File: config.mk
export PLATFORM = sky130hd
export DESIGN_NAME = stop_reaction_selector
export DESIGN_NICKNAME = d
export VERILOG_FILES = /design/src/core/stop_reaction_pkg.sv /design/src/core/stop_reaction_selector.sv
export SDC_FILE = /design/constraint.sdc
export NUM_CORES = 1
export LEC_CHECK = 0
export ABC_AREA = 1
export BUFFER_PORTS_ARGS = -buffer_cell sky130_fd_sc_hd__buf_2
export CAP_MARGIN = 0
export CORE_UTILIZATION = 50
export DETAILED_ROUTE_END_ITERATION = 6
export MAX_ROUTING_LAYER = met4
export PLACE_DENSITY = 0.79
export SYNTH_ARGS = -nofsm -noshare
export SYNTH_HDL_FRONTEND = slang
export SYNTH_SLANG_ARGS = --single-unit
File: constraint.sdc
create_clock -name clk_i -period 2.2 [get_ports clk_i]
set_input_delay 0.33 -clock clk_i [delete_from_list [all_inputs] [get_ports clk_i]]
set_output_delay 0.33 -clock clk_i [all_outputs]
set_load 0.03 [all_outputs]
File: src/core/stop_reaction_pkg.sv
// constants, register map and carrier types for the stop reaction selector
// assumes a classic wishbone slave with 32-bit data, one register per word
// Notes on behaviour
// - quick-stop code, reset 2, acts on quick-stop entry
// - quick-stop 0: stop now, go switch-on-disabled
// - codes 1/2: mode/quick ramp, then switch-on-disabled
// - codes 5/6: ramp, stay quick-stop, stay energized
// - shutdown code, reset 1, on enabled to ready
// - shutdown 0 coasts, 1 ramps to ready
// - disable code, reset 1, on enabled to switched-on
// - disable 0 coasts, 1 ramps to switched-on
// - halt bit 8 brakes per halt code
// - fault code: 0 coast, 1 mode, 2 quick ramp
// - decode signed mode request into mode enum
package stop_reaction_pkg;

  // register indices are word numbers: byte address is index*4
  localparam logic [15:0] IDX_QUICK_STOP = 16'h605a;
  localparam logic [15:0] IDX_SHUTDOWN   = 16'h605b;
  localparam logic [15:0] IDX_DISABLE    = 16'h605c;
  localparam logic [15:0] IDX_HALT       = 16'h605d;
  localparam logic [15:0] IDX_FAULT      = 16'h605e;
  localparam logic [15:0] IDX_MODE_REQ   = 16'h6060;
  localparam logic [15:0] IDX_CONTROL    = 16'h6040;
  localparam logic [15:0] IDX_STATUS     = 16'h6041;

  localparam logic [15:0] RST_QUICK_STOP = 16'h0002;
  localparam logic [15:0] RST_SHUTDOWN   = 16'h0001;
  localparam logic [15:0] RST_DISABLE    = 16'h0001;
  localparam logic [15:0] RST_HALT       = 16'h0001;
  localparam logic [15:0] RST_FAULT      = 16'h0002;
  localparam logic [7:0]  RST_MODE_REQ   = 8'h00;

  localparam int HALT_BIT = 8;

  // status register field positions
  localparam int ST_ACTION_LSB = 0;
  localparam int ST_TARGET_LSB = 4;
  localparam int ST_ACTIVE_BIT = 8;
  localparam int ST_MODE_LSB   = 12;

  typedef enum logic [2:0]
  {
    ACT_NONE      = 3'h0,
    ACT_STOP_NOW  = 3'h1,
    ACT_COAST     = 3'h2,
    ACT_MODE_RAMP = 3'h3,
    ACT_QS_RAMP   = 3'h4
  } action_e;

  // power state to enter once the motor is at rest
  typedef enum logic [2:0]
  {
    PS_KEEP          = 3'h0,
    PS_SWITCH_ON_DIS = 3'h1,
    PS_READY         = 3'h3,
    PS_SWITCHED_ON   = 3'h2,
    PS_QUICK_STOP    = 3'h6
  } power_target_e;

  typedef enum logic [3:0]
  {
    MD_NONE      = 4'h0,
    MD_AUTOSETUP = 4'h1,
    MD_CLKDIR    = 4'h2,
    MD_PP        = 4'h3,
    MD_VL        = 4'h4,
    MD_PV        = 4'h5,
    MD_PT        = 4'h6,
    MD_HOME      = 4'h7,
    MD_IP        = 4'h8,
    MD_CSP       = 4'h9,
    MD_CSV       = 4'ha,
    MD_CST       = 4'hb,
    MD_RESERVED  = 4'hf
  } drive_mode_e;

  typedef struct packed
  {
    logic quick_stop_entry;
    logic shutdown_trans;
    logic disable_trans;
    logic fault;
  } events_s;

  typedef struct packed
  {
    action_e       action;
    power_target_e target;
    logic          keep_energized;
    logic          active;
  } reaction_s;

endpackage

File: src/core/stop_reaction_selector.sv
// stop reaction selector: option codes, halt, mode request decode, wishbone slave
// assumes power-state events are single-cycle pulses from the power state machine
//
// The implementer's own choice: the Wishbone interface to the registers.
`timescale 1ns/1ns
`default_nettype none
module stop_reaction_selector
  import stop_reaction_pkg::*;
(
  input  wire logic        clk_i,
  input  wire logic        rst_i,
  input  wire logic        wb_cyc_i,
  input  wire logic        wb_stb_i,
  input  wire logic        wb_we_i,
  input  wire logic [17:0] wb_adr_i,
  input  wire logic [3:0]  wb_sel_i,
  input  wire logic [31:0] wb_dat_i,
  output logic      [31:0] wb_dat_o,
  output logic             wb_ack_o,
  input  wire events_s     events_i,
  input  wire logic        at_rest_i,
  output var reaction_s    reaction_o,
  output var drive_mode_e  mode_o
);

  logic [15:0] quick_stop_r;
  logic [15:0] shutdown_r;
  logic [15:0] disable_r;
  logic [15:0] halt_r;
  logic [15:0] fault_r;
  logic [7:0]  mode_req_r;
  logic [15:0] control_r;
  logic        ack_r;
  logic [31:0] rdata_r;
  logic [15:0] idx;
  logic        req;
  logic        wr;
  logic [15:0] wval;
  reaction_s   pick;
  reaction_s   react_r;
  drive_mode_e mode_r;
  logic        halt_pick;
  logic        halt_held;

  assign idx  = wb_adr_i[17:2];
  assign req  = wb_cyc_i && wb_stb_i && !ack_r;
  assign wr   = req && wb_we_i;
  assign wval = {wb_sel_i[1] ? wb_dat_i[15:8] : 8'h00, wb_sel_i[0] ? wb_dat_i[7:0] : 8'h00};

  function automatic logic qs_ok(input logic [15:0] v);
    qs_ok = (v == 16'h0000) || (v == 16'h0001) || (v == 16'h0002)
         || (v == 16'h0005) || (v == 16'h0006);
  endfunction

  function automatic logic ramp_ok(input logic [15:0] v);
    ramp_ok = (v == 16'h0001) || (v == 16'h0002);
  endfunction

  function automatic logic coast_ok(input logic [15:0] v);
    coast_ok = (v == 16'h0000) || (v == 16'h0001);
  endfunction

  // single-wait-state slave; ack drops the cycle after it is given
  always_ff @(posedge clk_i)
  begin
    if (rst_i)
      ack_r <= 1'b0;
    else
      ack_r <= req;
  end

  // code registers; a half-word write needs both low byte lanes to be meaningful
  always_ff @(posedge clk_i)
  begin
    if (rst_i)
    begin
      quick_stop_r <= RST_QUICK_STOP;
      shutdown_r   <= RST_SHUTDOWN;
      disable_r    <= RST_DISABLE;
      halt_r       <= RST_HALT;
      fault_r      <= RST_FAULT;
      mode_req_r   <= RST_MODE_REQ;
      control_r    <= 16'h0000;
    end
    else if (wr)
    begin
      if (idx == IDX_QUICK_STOP)
      begin
        if (qs_ok(wval))
          quick_stop_r <= wval;
      end
      else if (idx == IDX_SHUTDOWN)
      begin
        if (coast_ok(wval))
          shutdown_r <= wval;
      end
      else if (idx == IDX_DISABLE)
      begin
        if (coast_ok(wval))
          disable_r <= wval;
      end
      else if (idx == IDX_HALT)
      begin
        if (ramp_ok(wval))
          halt_r <= wval;
      end
      else if (idx == IDX_FAULT)
      begin
        if (coast_ok(wval) || ramp_ok(wval))
          fault_r <= wval;
      end
      else if (idx == IDX_MODE_REQ)
      begin
        if (wb_sel_i[0])
          mode_req_r <= wb_dat_i[7:0];
      end
      else if (idx == IDX_CONTROL)
      begin
        control_r <= wval;
      end
    end
  end

  // mode request decode
  always_comb
  begin
    case (mode_req_r)
      8'hfe:   mode_r = MD_AUTOSETUP;
      8'hff:   mode_r = MD_CLKDIR;
      8'h00:   mode_r = MD_NONE;
      8'h01:   mode_r = MD_PP;
      8'h02:   mode_r = MD_VL;
      8'h03:   mode_r = MD_PV;
      8'h04:   mode_r = MD_PT;
      8'h06:   mode_r = MD_HOME;
      8'h07:   mode_r = MD_IP;
      8'h08:   mode_r = MD_CSP;
      8'h09:   mode_r = MD_CSV;
      8'h0a:   mode_r = MD_CST;
      default: mode_r = MD_RESERVED;
    endcase
  end

  // event priority: fault, quick stop, shutdown, disable, then halt
  always_comb
  begin
    pick = '{action: ACT_NONE, target: PS_KEEP, keep_energized: 1'b0, active: 1'b0};
    if (events_i.fault)
    begin
      pick.active = 1'b1;
      case (fault_r)
        16'h0000: pick.action = ACT_COAST;
        16'h0001: pick.action = ACT_MODE_RAMP;
        default:  pick.action = ACT_QS_RAMP;
      endcase
    end
    else if (events_i.quick_stop_entry)
    begin
      pick.active = 1'b1;
      case (quick_stop_r)
        16'h0000:
        begin
          pick.action = ACT_STOP_NOW;
          pick.target = PS_SWITCH_ON_DIS;
        end
        16'h0001:
        begin
          pick.action = ACT_MODE_RAMP;
          pick.target = PS_SWITCH_ON_DIS;
        end
        16'h0005:
        begin
          pick.action         = ACT_MODE_RAMP;
          pick.target         = PS_QUICK_STOP;
          pick.keep_energized = 1'b1;
        end
        16'h0006:
        begin
          pick.action         = ACT_QS_RAMP;
          pick.target         = PS_QUICK_STOP;
          pick.keep_energized = 1'b1;
        end
        default:
        begin
          pick.action = ACT_QS_RAMP;
          pick.target = PS_SWITCH_ON_DIS;
        end
      endcase
    end
    else if (events_i.shutdown_trans)
    begin
      pick.active = 1'b1;
      pick.target = PS_READY;
      pick.action = (shutdown_r == 16'h0000) ? ACT_COAST : ACT_MODE_RAMP;
    end
    else if (events_i.disable_trans)
    begin
      pick.active = 1'b1;
      pick.target = PS_SWITCHED_ON;
      pick.action = (disable_r == 16'h0000) ? ACT_COAST : ACT_MODE_RAMP;
    end
    else if (control_r[HALT_BIT])
    begin
      pick.active         = 1'b1;
      pick.keep_energized = 1'b1;
      pick.action = (halt_r == 16'h0002) ? ACT_QS_RAMP : ACT_MODE_RAMP;
    end
  end

  // fault also has no target, so halt is told apart by the energized flag
  assign halt_pick = pick.target == PS_KEEP && pick.keep_energized;
  assign halt_held = react_r.active && react_r.target == PS_KEEP && react_r.keep_energized;

  // a started reaction is held until the motor reports rest, one with the quick-stop target beyond that; halt follows the bit level
  always_ff @(posedge clk_i)
  begin
    if (rst_i)
      react_r <= '{action: ACT_NONE, target: PS_KEEP, keep_energized: 1'b0, active: 1'b0};
    else if (pick.active && (!halt_pick || !react_r.active || halt_held))
      react_r <= pick;
    else if (halt_held && !control_r[HALT_BIT])
      react_r <= '0;
    else if (react_r.active && !halt_held && at_rest_i && react_r.target != PS_QUICK_STOP)
      react_r <= '0;
  end

  // read mux; unmapped indices read zero and still acknowledge
  always_ff @(posedge clk_i)
  begin
    if (rst_i)
      rdata_r <= 32'h0000_0000;
    else if (req && !wb_we_i)
    begin
      if (idx == IDX_QUICK_STOP)
        rdata_r <= {{16{quick_stop_r[15]}}, quick_stop_r};
      else if (idx == IDX_SHUTDOWN)
        rdata_r <= {{16{shutdown_r[15]}}, shutdown_r};
      else if (idx == IDX_DISABLE)
        rdata_r <= {{16{disable_r[15]}}, disable_r};
      else if (idx == IDX_HALT)
        rdata_r <= {{16{halt_r[15]}}, halt_r};
      else if (idx == IDX_FAULT)
        rdata_r <= {{16{fault_r[15]}}, fault_r};
      else if (idx == IDX_MODE_REQ)
        rdata_r <= {{24{mode_req_r[7]}}, mode_req_r};
      else if (idx == IDX_CONTROL)
        rdata_r <= {16'h0000, control_r};
      else if (idx == IDX_STATUS)
        rdata_r <= {16'h0000, mode_r, 3'h0, react_r.active, 1'b0, react_r.target,
                    1'b0, react_r.action};
      else
        rdata_r <= 32'h0000_0000;
    end
  end

  assign wb_ack_o   = ack_r;
  assign wb_dat_o   = rdata_r;
  assign reaction_o = react_r;
  assign mode_o     = mode_r;

  property p_refuse_reserved;
    @(posedge clk_i) disable iff (rst_i)
    (wr && idx == IDX_HALT && !ramp_ok(wval)) |=> $stable(halt_r);
  endproperty
  a_refuse_reserved: assert property (p_refuse_reserved) else $error("reserved halt");

  property p_qs_zero;
    @(posedge clk_i) disable iff (rst_i)
    (events_i.fault == 1'b0 && events_i.quick_stop_entry && quick_stop_r == 16'h0000)
      |=> (reaction_o.action == ACT_STOP_NOW && reaction_o.target == PS_SWITCH_ON_DIS);
  endproperty
  a_qs_zero: assert property (p_qs_zero) else $error("quick stop 0 not immediate");

  property p_qs_hold;
    @(posedge clk_i) disable iff (rst_i)
    (!events_i.fault && events_i.quick_stop_entry && quick_stop_r == 16'h0006)
      |=> (reaction_o.keep_energized && reaction_o.target == PS_QUICK_STOP
           && reaction_o.action == ACT_QS_RAMP);
  endproperty
  a_qs_hold: assert property (p_qs_hold) else $error("quick stop 6 wrong");

  property p_fault_coast;
    @(posedge clk_i) disable iff (rst_i)
    (events_i.fault && fault_r == 16'h0000) |=> (reaction_o.action == ACT_COAST);
  endproperty
  a_fault_coast: assert property (p_fault_coast) else $error("fault 0 did not coast");

  property p_shutdown_target;
    @(posedge clk_i) disable iff (rst_i)
    (events_i == 4'b0100) |=> (reaction_o.target == PS_READY && reaction_o.active);
  endproperty
  a_shutdown_target: assert property (p_shutdown_target) else $error("bad shutdown");

  property p_disable_ramp;
    @(posedge clk_i) disable iff (rst_i)
    (events_i == 4'b0010 && disable_r == 16'h0001)
      |=> (reaction_o.action == ACT_MODE_RAMP && reaction_o.target == PS_SWITCHED_ON);
  endproperty
  a_disable_ramp: assert property (p_disable_ramp) else $error("disable 1 wrong");

  property p_halt_quick;
    @(posedge clk_i) disable iff (rst_i)
    (events_i == 4'b0000 && control_r[HALT_BIT] && halt_r == 16'h0002 && !react_r.active)
      |=> (reaction_o.action == ACT_QS_RAMP);
  endproperty
  a_halt_quick: assert property (p_halt_quick) else $error("halt 2 wrong ramp");

  property p_mode_decode;
    @(posedge clk_i) disable iff (rst_i)
    (mode_req_r == 8'hfe) |-> (mode_o == MD_AUTOSETUP);
  endproperty
  a_mode_decode: assert property (p_mode_decode) else $error("mode -2 misdecoded");

  property p_ack_once;
    @(posedge clk_i) disable iff (rst_i)
    wb_ack_o |=> !wb_ack_o;
  endproperty
  a_ack_once: assert property (p_ack_once) else $error("ack held two cycles");

  property p_qs_one;
    @(posedge clk_i) disable iff (rst_i)
    (!events_i.fault && events_i.quick_stop_entry && quick_stop_r == 16'h0001)
      |=> (reaction_o.action == ACT_MODE_RAMP && reaction_o.target == PS_SWITCH_ON_DIS);
  endproperty
  a_qs_one: assert property (p_qs_one) else $error("quick stop 1 wrong");

  property p_shutdown_coast;
    @(posedge clk_i) disable iff (rst_i)
    (events_i == 4'b0100 && shutdown_r == 16'h0000) |=> (reaction_o.action == ACT_COAST);
  endproperty
  a_shutdown_coast: assert property (p_shutdown_coast) else $error("no coast");

  // halt must end as soon as the control bit is cleared
  property p_halt_release;
    @(posedge clk_i) disable iff (rst_i)
    (halt_held && !control_r[HALT_BIT] && events_i == 4'b0000) |=> !reaction_o.active;
  endproperty
  a_halt_release: assert property (p_halt_release) else $error("halt not released");

  property p_quick_stop_held;
    @(posedge clk_i) disable iff (rst_i)
    (react_r.active && react_r.target == PS_QUICK_STOP && at_rest_i && events_i == 4'b0000)
      |=> $stable(reaction_o);
  endproperty
  a_quick_stop_held: assert property (p_quick_stop_held) else $error("qs dropped");

  property p_refuse_qs;
    @(posedge clk_i) disable iff (rst_i)
    (wr && idx == IDX_QUICK_STOP && !qs_ok(wval)) |=> $stable(quick_stop_r);
  endproperty
  a_refuse_qs: assert property (p_refuse_qs) else $error("reserved qs");

endmodule
`default_nettype wire

==> results by group, run 1 <==
Detailed routing
  – DR pass1 iterations: 5
  – Routed length per placed instance: 15.1 microns
  – Via count: 6751
  – WL final: 18800 microns
  – Drc violations: 0
  – DR iter-0 viols: 726
  – Via/cell ratio: 5.44
  – DRT antenna net count: 0

Placed design
  – Dpl ws: -79.0 ps
  – Dpl cell area: 0.00713 sq mm
  – # port buffers: 88
  – Dpl hpwl: 14000 microns
  – GP Congestion: 0.971

Yosys
  – #FFs+latches synth: 130
  – Synth Cell Area: 0.00651 sq mm
  – Post-synth EDFFs: 0
  – Asr flop ratio synth: 0
  – Synthesized netlist cell count: 968
  – Top FF cell, synth: dfxtp_1
  – Synth unique cells: 41
  – Mapped Nets: 1032
  – Syn_area_per_cell: 6.73 sq um
  – Sequential area share after synthesis: 0.400
  – Synth area leaders: dfxtp_1, nand2_1, nand3_1, inv_1, nor2_1
  – Synth top area share: 0.400
  – Synth warn: 0
  – Synth area leader: dfxtp_1

GRT
  – Largest net degree at the start of global routing: 66
  – GR Overflow Total: 0
  – Gr usage total: 0.306
  – First-pass GRT wire length: 30300 microns
  – Number of global-route vias before repair: 6035
  – Initial antenna violation count: 0

Clock tree
  – Clk_lat worst skew: 430 ps
  – CTS buffer count: 17
  – Num Clock Sinks: 130
  – CTS clock-pin slew for the worst setup and hold paths: 60 ps
  – CTS root buffer: clkbuf_16
  – CTS tree: built
  – Hold_buf cts: 0
  – Cts repair resizes: 1
  – CTS HTree Levels: 4
  – Maximum buffer depth of the clock tree: 2
  – Postcts setup bufs: 0

Cells and area
  – Commonest non-fill, non-tap cells in the layout: nand2_1, inv_1, dfxtp_1, nand3_1, nor2_1
  – Synth-to-Final Area Change: 19.6%
  – Most common cell after layout, fill and taps aside: nand2_1
  – Share of layout cells above drive strength 1: 0.186
  – Diode count: 0
  – Fin util: 0.615
  – Final instance area: 0.00779 sq mm
  – Number of nets in the layout: 1121

Setup path
  – Crit-path cells: inv_1, nor2_1, nand3_1, nor2_1, nor2_1, inv_1, nor2_1, nand2_1, buf_2
  – CP Launch Type: flop
  – CP Max Fanout: 7
  – CP endpoint kind: primary output
  – Crit path kind: flop to primary output
  – Arr. time, crit path: 1750 ps
  – CP max stage delay: 390 ps
  – Slowest-stage cell, CP: dfxtp_4
  – Top delay family on crit path: simple AND/OR/NAND/NOR gates
  – CP bufs+invs: 3
  – Cell repeated most along the worst path: nor2_1
  – CP required: 1870 ps

Pwr
  – Pwr Total: 5650 uW
  – Worst vdd ir: 0.630 mV
  – Sw power: 1320 uW
  – Logic pwr share: 0.055
  – Clock share of power: 0.525
  – P per Cell Area: 726 mW/mm^2
  – P_leak: 0.00371 uW
  – Switching Fraction: 0.233
  – Int Pwr: 4340 uW
  – Sequential power share: 0.421

Timing
  – Fin worst setup slack: 116 ps
  – Period utilization: 0.947
  – RSZ-0062 raised after global routing: false
  – Hold Vio Cnt, Final: 0
  – Max frequency: 480 MHz
  – Slew Limit Fails: 0
  – Final setup viols: 0
  – Slew margin rel.: 0.501
  – WHS: 171 ps
  – Layout Skew: 10.2 ps
  – Slew @ Worst Pin: 748 ps
  – Crit path time final: 2080 ps

Floorplanning
  – Core area: 0.0127 sq mm
  – Initial Utilization: 0.514
  – Row cnt: 41
  – Die Wd: 116 microns
  – DIE AREA: 0.0135 sq mm
  – Die Y: 116 microns
  – Io pins: 109

Flow run
  – Max Cap Viol: 0

Status
  – Outcome: complete, no violations

Worst hold path
  – Worst hold-check path type: primary input to flop
through the flow:
| step | instances | TNS, ps |
|---|---|---|
| after floorplan | 968 | 0 |
| after global placement | 1210 | -32.2 |
| after detailed placement | 1210 | -509 |
| after CTS | 1242 | 0 |
| after global routing | 1242 | 0 |
| final | 1242 | 0 |
sequential cells by signal, indices dropped and copies added, names as in the netlist:
register,count
wb_dat_o,17
control_r,16
disable_r,16
fault_r,16
halt_r,16
quick_stop_r,16
shutdown_r,16
mode_req_r,8
reaction_o,8
wb_ack_o,1
cell type report:
cell class | instances | area, sq um
inverters | 156 | 586
well taps | 172 | 215
repair buffers | 114 | 648
clock inverters | 11 | 150
flip-flops and latches | 130 | 2610
fillers | 1190 | 4880
multi-input cells | 638 | 3110
clock buffers | 21 | 470
cell usage after synthesis, types with 2 or more instances:
cell type and number:
nand4_1 35, nor2_2 7, nor3b_1 5, nor2_1 107, buf_4 19, nor2_4 6
a31oi_1 6, clkbuf_1 9, o211ai_1 7, nor3_1 33, o21ai_1 3, nand2_1 209
dfxtp_1 130, a22oi_1 2, a21oi_1 54, o21a_1 2, buf_2 10, buf_1 6
nand3_2 4, inv_2 10, a211oi_2 4, nor4_1 10, nand3_1 113, nand2_2 2
inv_1 145, nor3_2 3, o21ai_0 12, o22ai_1 2
final timing paths:
path | end | cells past startpoint | startpoint | slack [ps]
setup / recovery | mode_o[1] | 9 | mode_req_r[2] | 120
hold / removal | mode_req_r[4] | 3 | wb_dat_i[4] | 170
setup reg to reg | control_r[13] | 8 | wb_ack_o | 320
hold reg to reg | control_r[12] | 2 | control_r[12] | 450
logic make-up (layout without fill, tap and decap cells):
| logic type | after synthesis | after routing | share of synthesized area |
|---|---|---|---|
| buffers and inverters | 200 | 302 | 0.128 |
| flip-flops | 130 | 130 | 0.400 |
| XOR/XNOR | 1 | 1 | 0.00134 |
| AND/OR/NAND/NOR | 540 | 540 | 0.381 |
| AO/OA/AOI/OAI | 97 | 97 | 0.0897 |
metal layers:
metal  global-route usage  vias to the layer above  wire length [microns]
li1                     -                     3308                      -
met1                0.402                     3040                   8060
met2                0.465                      356                   8280
met3               0.0597                       47                   1960
met4                0.122                        0                    506
met5                    -                        -                      0
worst min-delay path, cell delays in order:
cell and delay, ps:
buf_2 100, nand2_1 60, a21oi_1 60
power groups by stage:
stage          sequential [uW]  combinational [uW]  clock [uW]
6_report                  2380                 308        2970
2_1_floorplan             2450                 180           0
5_1_grt                   2380                 337        3070
3_5_place_dp              2430                 303           0
4_1_cts                   2380                 304        2970
3_3_place_gp              2430                 300           0
Power figures use the tool's default switching activity.
==> inputs of run 2 (changes only) <==
--- a/config.mk
+++ b/config.mk
@@ -7,11 +7,13 @@
 export LEC_CHECK = 0
 export ABC_AREA = 1
 export BUFFER_PORTS_ARGS = -buffer_cell sky130_fd_sc_hd__buf_2
-export CAP_MARGIN = 0
-export CORE_UTILIZATION = 50
+export CAP_MARGIN = 40
+export CELL_PAD_IN_SITES_DETAIL_PLACEMENT = 1
+export CELL_PAD_IN_SITES_GLOBAL_PLACEMENT = 2
+export CORE_UTILIZATION = 31
 export DETAILED_ROUTE_END_ITERATION = 6
 export MAX_ROUTING_LAYER = met4
-export PLACE_DENSITY = 0.79
+export PLACE_DENSITY = 0.87
 export SYNTH_ARGS = -nofsm -noshare
 export SYNTH_HDL_FRONTEND = slang
 export SYNTH_SLANG_ARGS = --single-unit
==> run 2 against run 1 <==
Compared with the run above:
- die area grew 60%
- routed wire length is 22% higher
- utilization is 22 points lower
- register-to-register slack is essentially flat
- sequential share of layout area decreased by 0.96 points
- critical endpoint is now mode_o[3]
- largest power group unchanged
==> results by group, run 2 (synthesized netlist as in run 1, its figures left out) <==
Placed design
  – Dpl ws: -55.4 ps (+23.6 ps)
  – GP Congestion: 0.862 (-11%)
  – Dpl cell area: 0.00730 sq mm (+2.4%)
  – Dpl hpwl: 17500 microns (+25%)
  – # port buffers: 88 (unchanged)

Timing
  – Hold Vio Cnt, Final: 0 (unchanged)
  – Slew @ Worst Pin: 775 ps (+27.4 ps)
  – Layout Skew: 7.43 ps (-2.79 ps)
  – Slew Limit Fails: 0 (unchanged)
  – Max frequency: 468 MHz (-2.4%)
  – Crit path time final: 2130 ps (+50.3 ps)
  – Period utilization: 0.970 (+0.0229)
  – Slew margin rel.: 0.483 (-0.0175)
  – RSZ-0062 raised after global routing: true
  – Final setup viols: 0 (unchanged)
  – Fin worst setup slack: 65.5 ps (-50.3 ps)
  – WHS: 149 ps (-22.0 ps)

Setup path
  – Arr. time, crit path: 1800 ps (+50 ps)
  – CP endpoint kind: primary output
  – R2R Setup Slk: 330 ps (about the same)
  – CP Launch Type: flop
  – Crit path kind: flop to primary output
  – CP Max Fanout: 5 (-2)
  – CP required: 1870 ps (about the same)

GRT
  – Number of global-route vias before repair: 6554 (+8.6%)
  – GR Overflow Total: 0 (unchanged)
  – GRT Max-Usage Layer: met2
  – Met3 GRT Util: 0.0475 (-0.0122)
  – Largest net degree at the start of global routing: 66 (unchanged)
  – Met2 global-route usage: 0.343 (-0.122)
  – Gr usage total: 0.227 (-0.0797)
  – First-pass GRT wire length: 36000 microns (+19%)
  – Initial antenna violation count: 0 (unchanged)
  – Met1 Resource Use GR: 0.302 (-0.0999)

Clock tree
  – CTS clock-pin slew for the worst setup and hold paths: 60 ps (about the same)
  – Clk_lat worst skew: 430 ps (about the same)
  – CTS HTree Levels: 4 (unchanged)
  – CTS root buffer: clkbuf_16
  – CTS tree: built
  – Num Clock Sinks: 130 (unchanged)
  – Hold_buf cts: 0 (unchanged)
  – CTS buffer count: 17 (unchanged)
  – Maximum buffer depth of the clock tree: 2 (unchanged)

Cells and area
  – Most common cell after layout, fill and taps aside: nand2_1
  – Number of nets in the layout: 1127 (+0.54%)
  – Fin util: 0.393 (-0.222)
  – Diode count: 0 (unchanged)
  – Fillers: 2649 (+120%)
  – Max reg flops: 17 (unchanged)
  – Share of layout cells above drive strength 1: 0.192 (+0.00640)
  – Footprint of the multi-input gates: 0.00311 sq mm (+0.16%)
  – Final instance area: 0.00803 sq mm (+3.1%)
  – FF/Latch Area: 0.00262 sq mm (+0.14%)
  – Commonest non-fill, non-tap cells in the layout: nand2_1, inv_1, dfxtp_1, nand3_1, nor2_1
  – Synth-to-Final Area Change: 23.3%

Detailed routing
  – Drc violations: 0 (unchanged)
  – DRT antenna net count: 0 (unchanged)
  – WL final: 22900 microns (+22%)
  – DR iter-0 viols: 356 (-51%)
  – Via count: 6671 (-1.2%)
  – DR pass1 iterations: 4 (-1)
  – Routed length per placed instance: 17.0 microns (+12%)
  – Via/cell ratio: 4.96 (-8.8%)

Pwr
  – Sw power: 1390 uW (+5.4%)
  – Sequential power share: 0.397 (-0.024)
  – Pwr Total: 5990 uW (+6.0%)
  – Logic pwr share: 0.053 (-0.002)
  – Clock share of power: 0.550 (+0.025)
  – P_leak: 0.00377 uW (+1.6%)
  – Worst vdd ir: 0.524 mV (-17%)
  – P per Cell Area: 746 mW/mm^2 (+2.8%)
  – Switching Fraction: 0.232 (-0.00120)
  – Int Pwr: 4600 uW (+6.1%)

Floorplanning
  – Io pins: 109 (unchanged)
  – Core area: 0.0204 sq mm (+61%)
  – Row cnt: 52 (+27%)
  – Die Y: 147 microns (+27%)
  – Initial Utilization: 0.319 (-0.195)
  – DIE AREA: 0.0216 sq mm (+60%)
  – Die Wd: 147 microns (+27%)

Flow run
  – Max Cap Viol: 0 (unchanged)

Status
  – Outcome: complete, no violations

Worst hold path
  – Worst hold-check path type: primary input to flop
## run 2: cell types whose count changed in the layout (fill, tap and decap cells not counted), moves of 2 or more
cell,change
buf_4,+6
buf_2,-3
clkbuf_4,+3
bufinv_16,+2
clkinv_2,-2
## run 2: what timing repair did
item / 4_1_cts / 5_1_grt
gates resized for setup: 7 / 16
gates cloned: 0 / 0
setup buffers: 0 / 0
setup endpoints to repair: 4 / 13
## run 2: final cells by class
class / instances / share of cell area
Tap cell: 270 / 0.0421
Clock inverter: 10 / 0.0240
Multi-Input combinational cell: 638 / 0.387
Clock buffer: 22 / 0.0603
Timing Repair Buffer: 120 / 0.0873
Inverter: 156 / 0.0729
Sequential cell: 130 / 0.326
## run 2: power groups by stage
stage / logic (uW) / clock network (uW) / registers, uW
finish: 316 / 3300 / 2380
global route: 345 / 3440 / 2380
CTS: 318 / 3330 / 2380
detailed placement: 316 / 0 / 2430
global placement: 312 / 0 / 2430
floorplan: 180 / 0 / 2450
## run 2: worst max-delay path: stages (launching register included)
cell and delay [ps]:
dfxtp_2 360, nand2_1 120, inv_1 80, nand2_1 60
nor2_1 40, nor2_1 130, inv_1 80, nor2_2 230
buf_2 260
## run 2: worst paths after layout
kind                                       to  cells after the start     startpoint
worst max register to register   control_r[3]                      7       wb_ack_o
worst min-delay path            mode_req_r[7]                      3    wb_dat_i[7]
worst max-delay path                mode_o[3]                      8  mode_req_r[1]
worst min register to register  control_r[11]                      2  control_r[11]
## run 2: per-stage QoR
stage,TNS [ps],std cells
floorplan,0,968
global placement,-60.1,1314
detailed placement,-351,1314
CTS,0,1346
global route,-102,1346
finish,0,1346
## run 2: routing by layer
| layer | vias to the layer above | part of all wire | wire (microns) |
|---|---|---|---|
| met1 | 3193 | 0.49 | 11200 |
| met5 | - | 0 | 0 |
| li1 | 3302 | - | - |
| met4 | 0 | 0.020 | 462 |
| met2 | 146 | 0.45 | 10200 |
| met3 | 30 | 0.046 | 1040 |
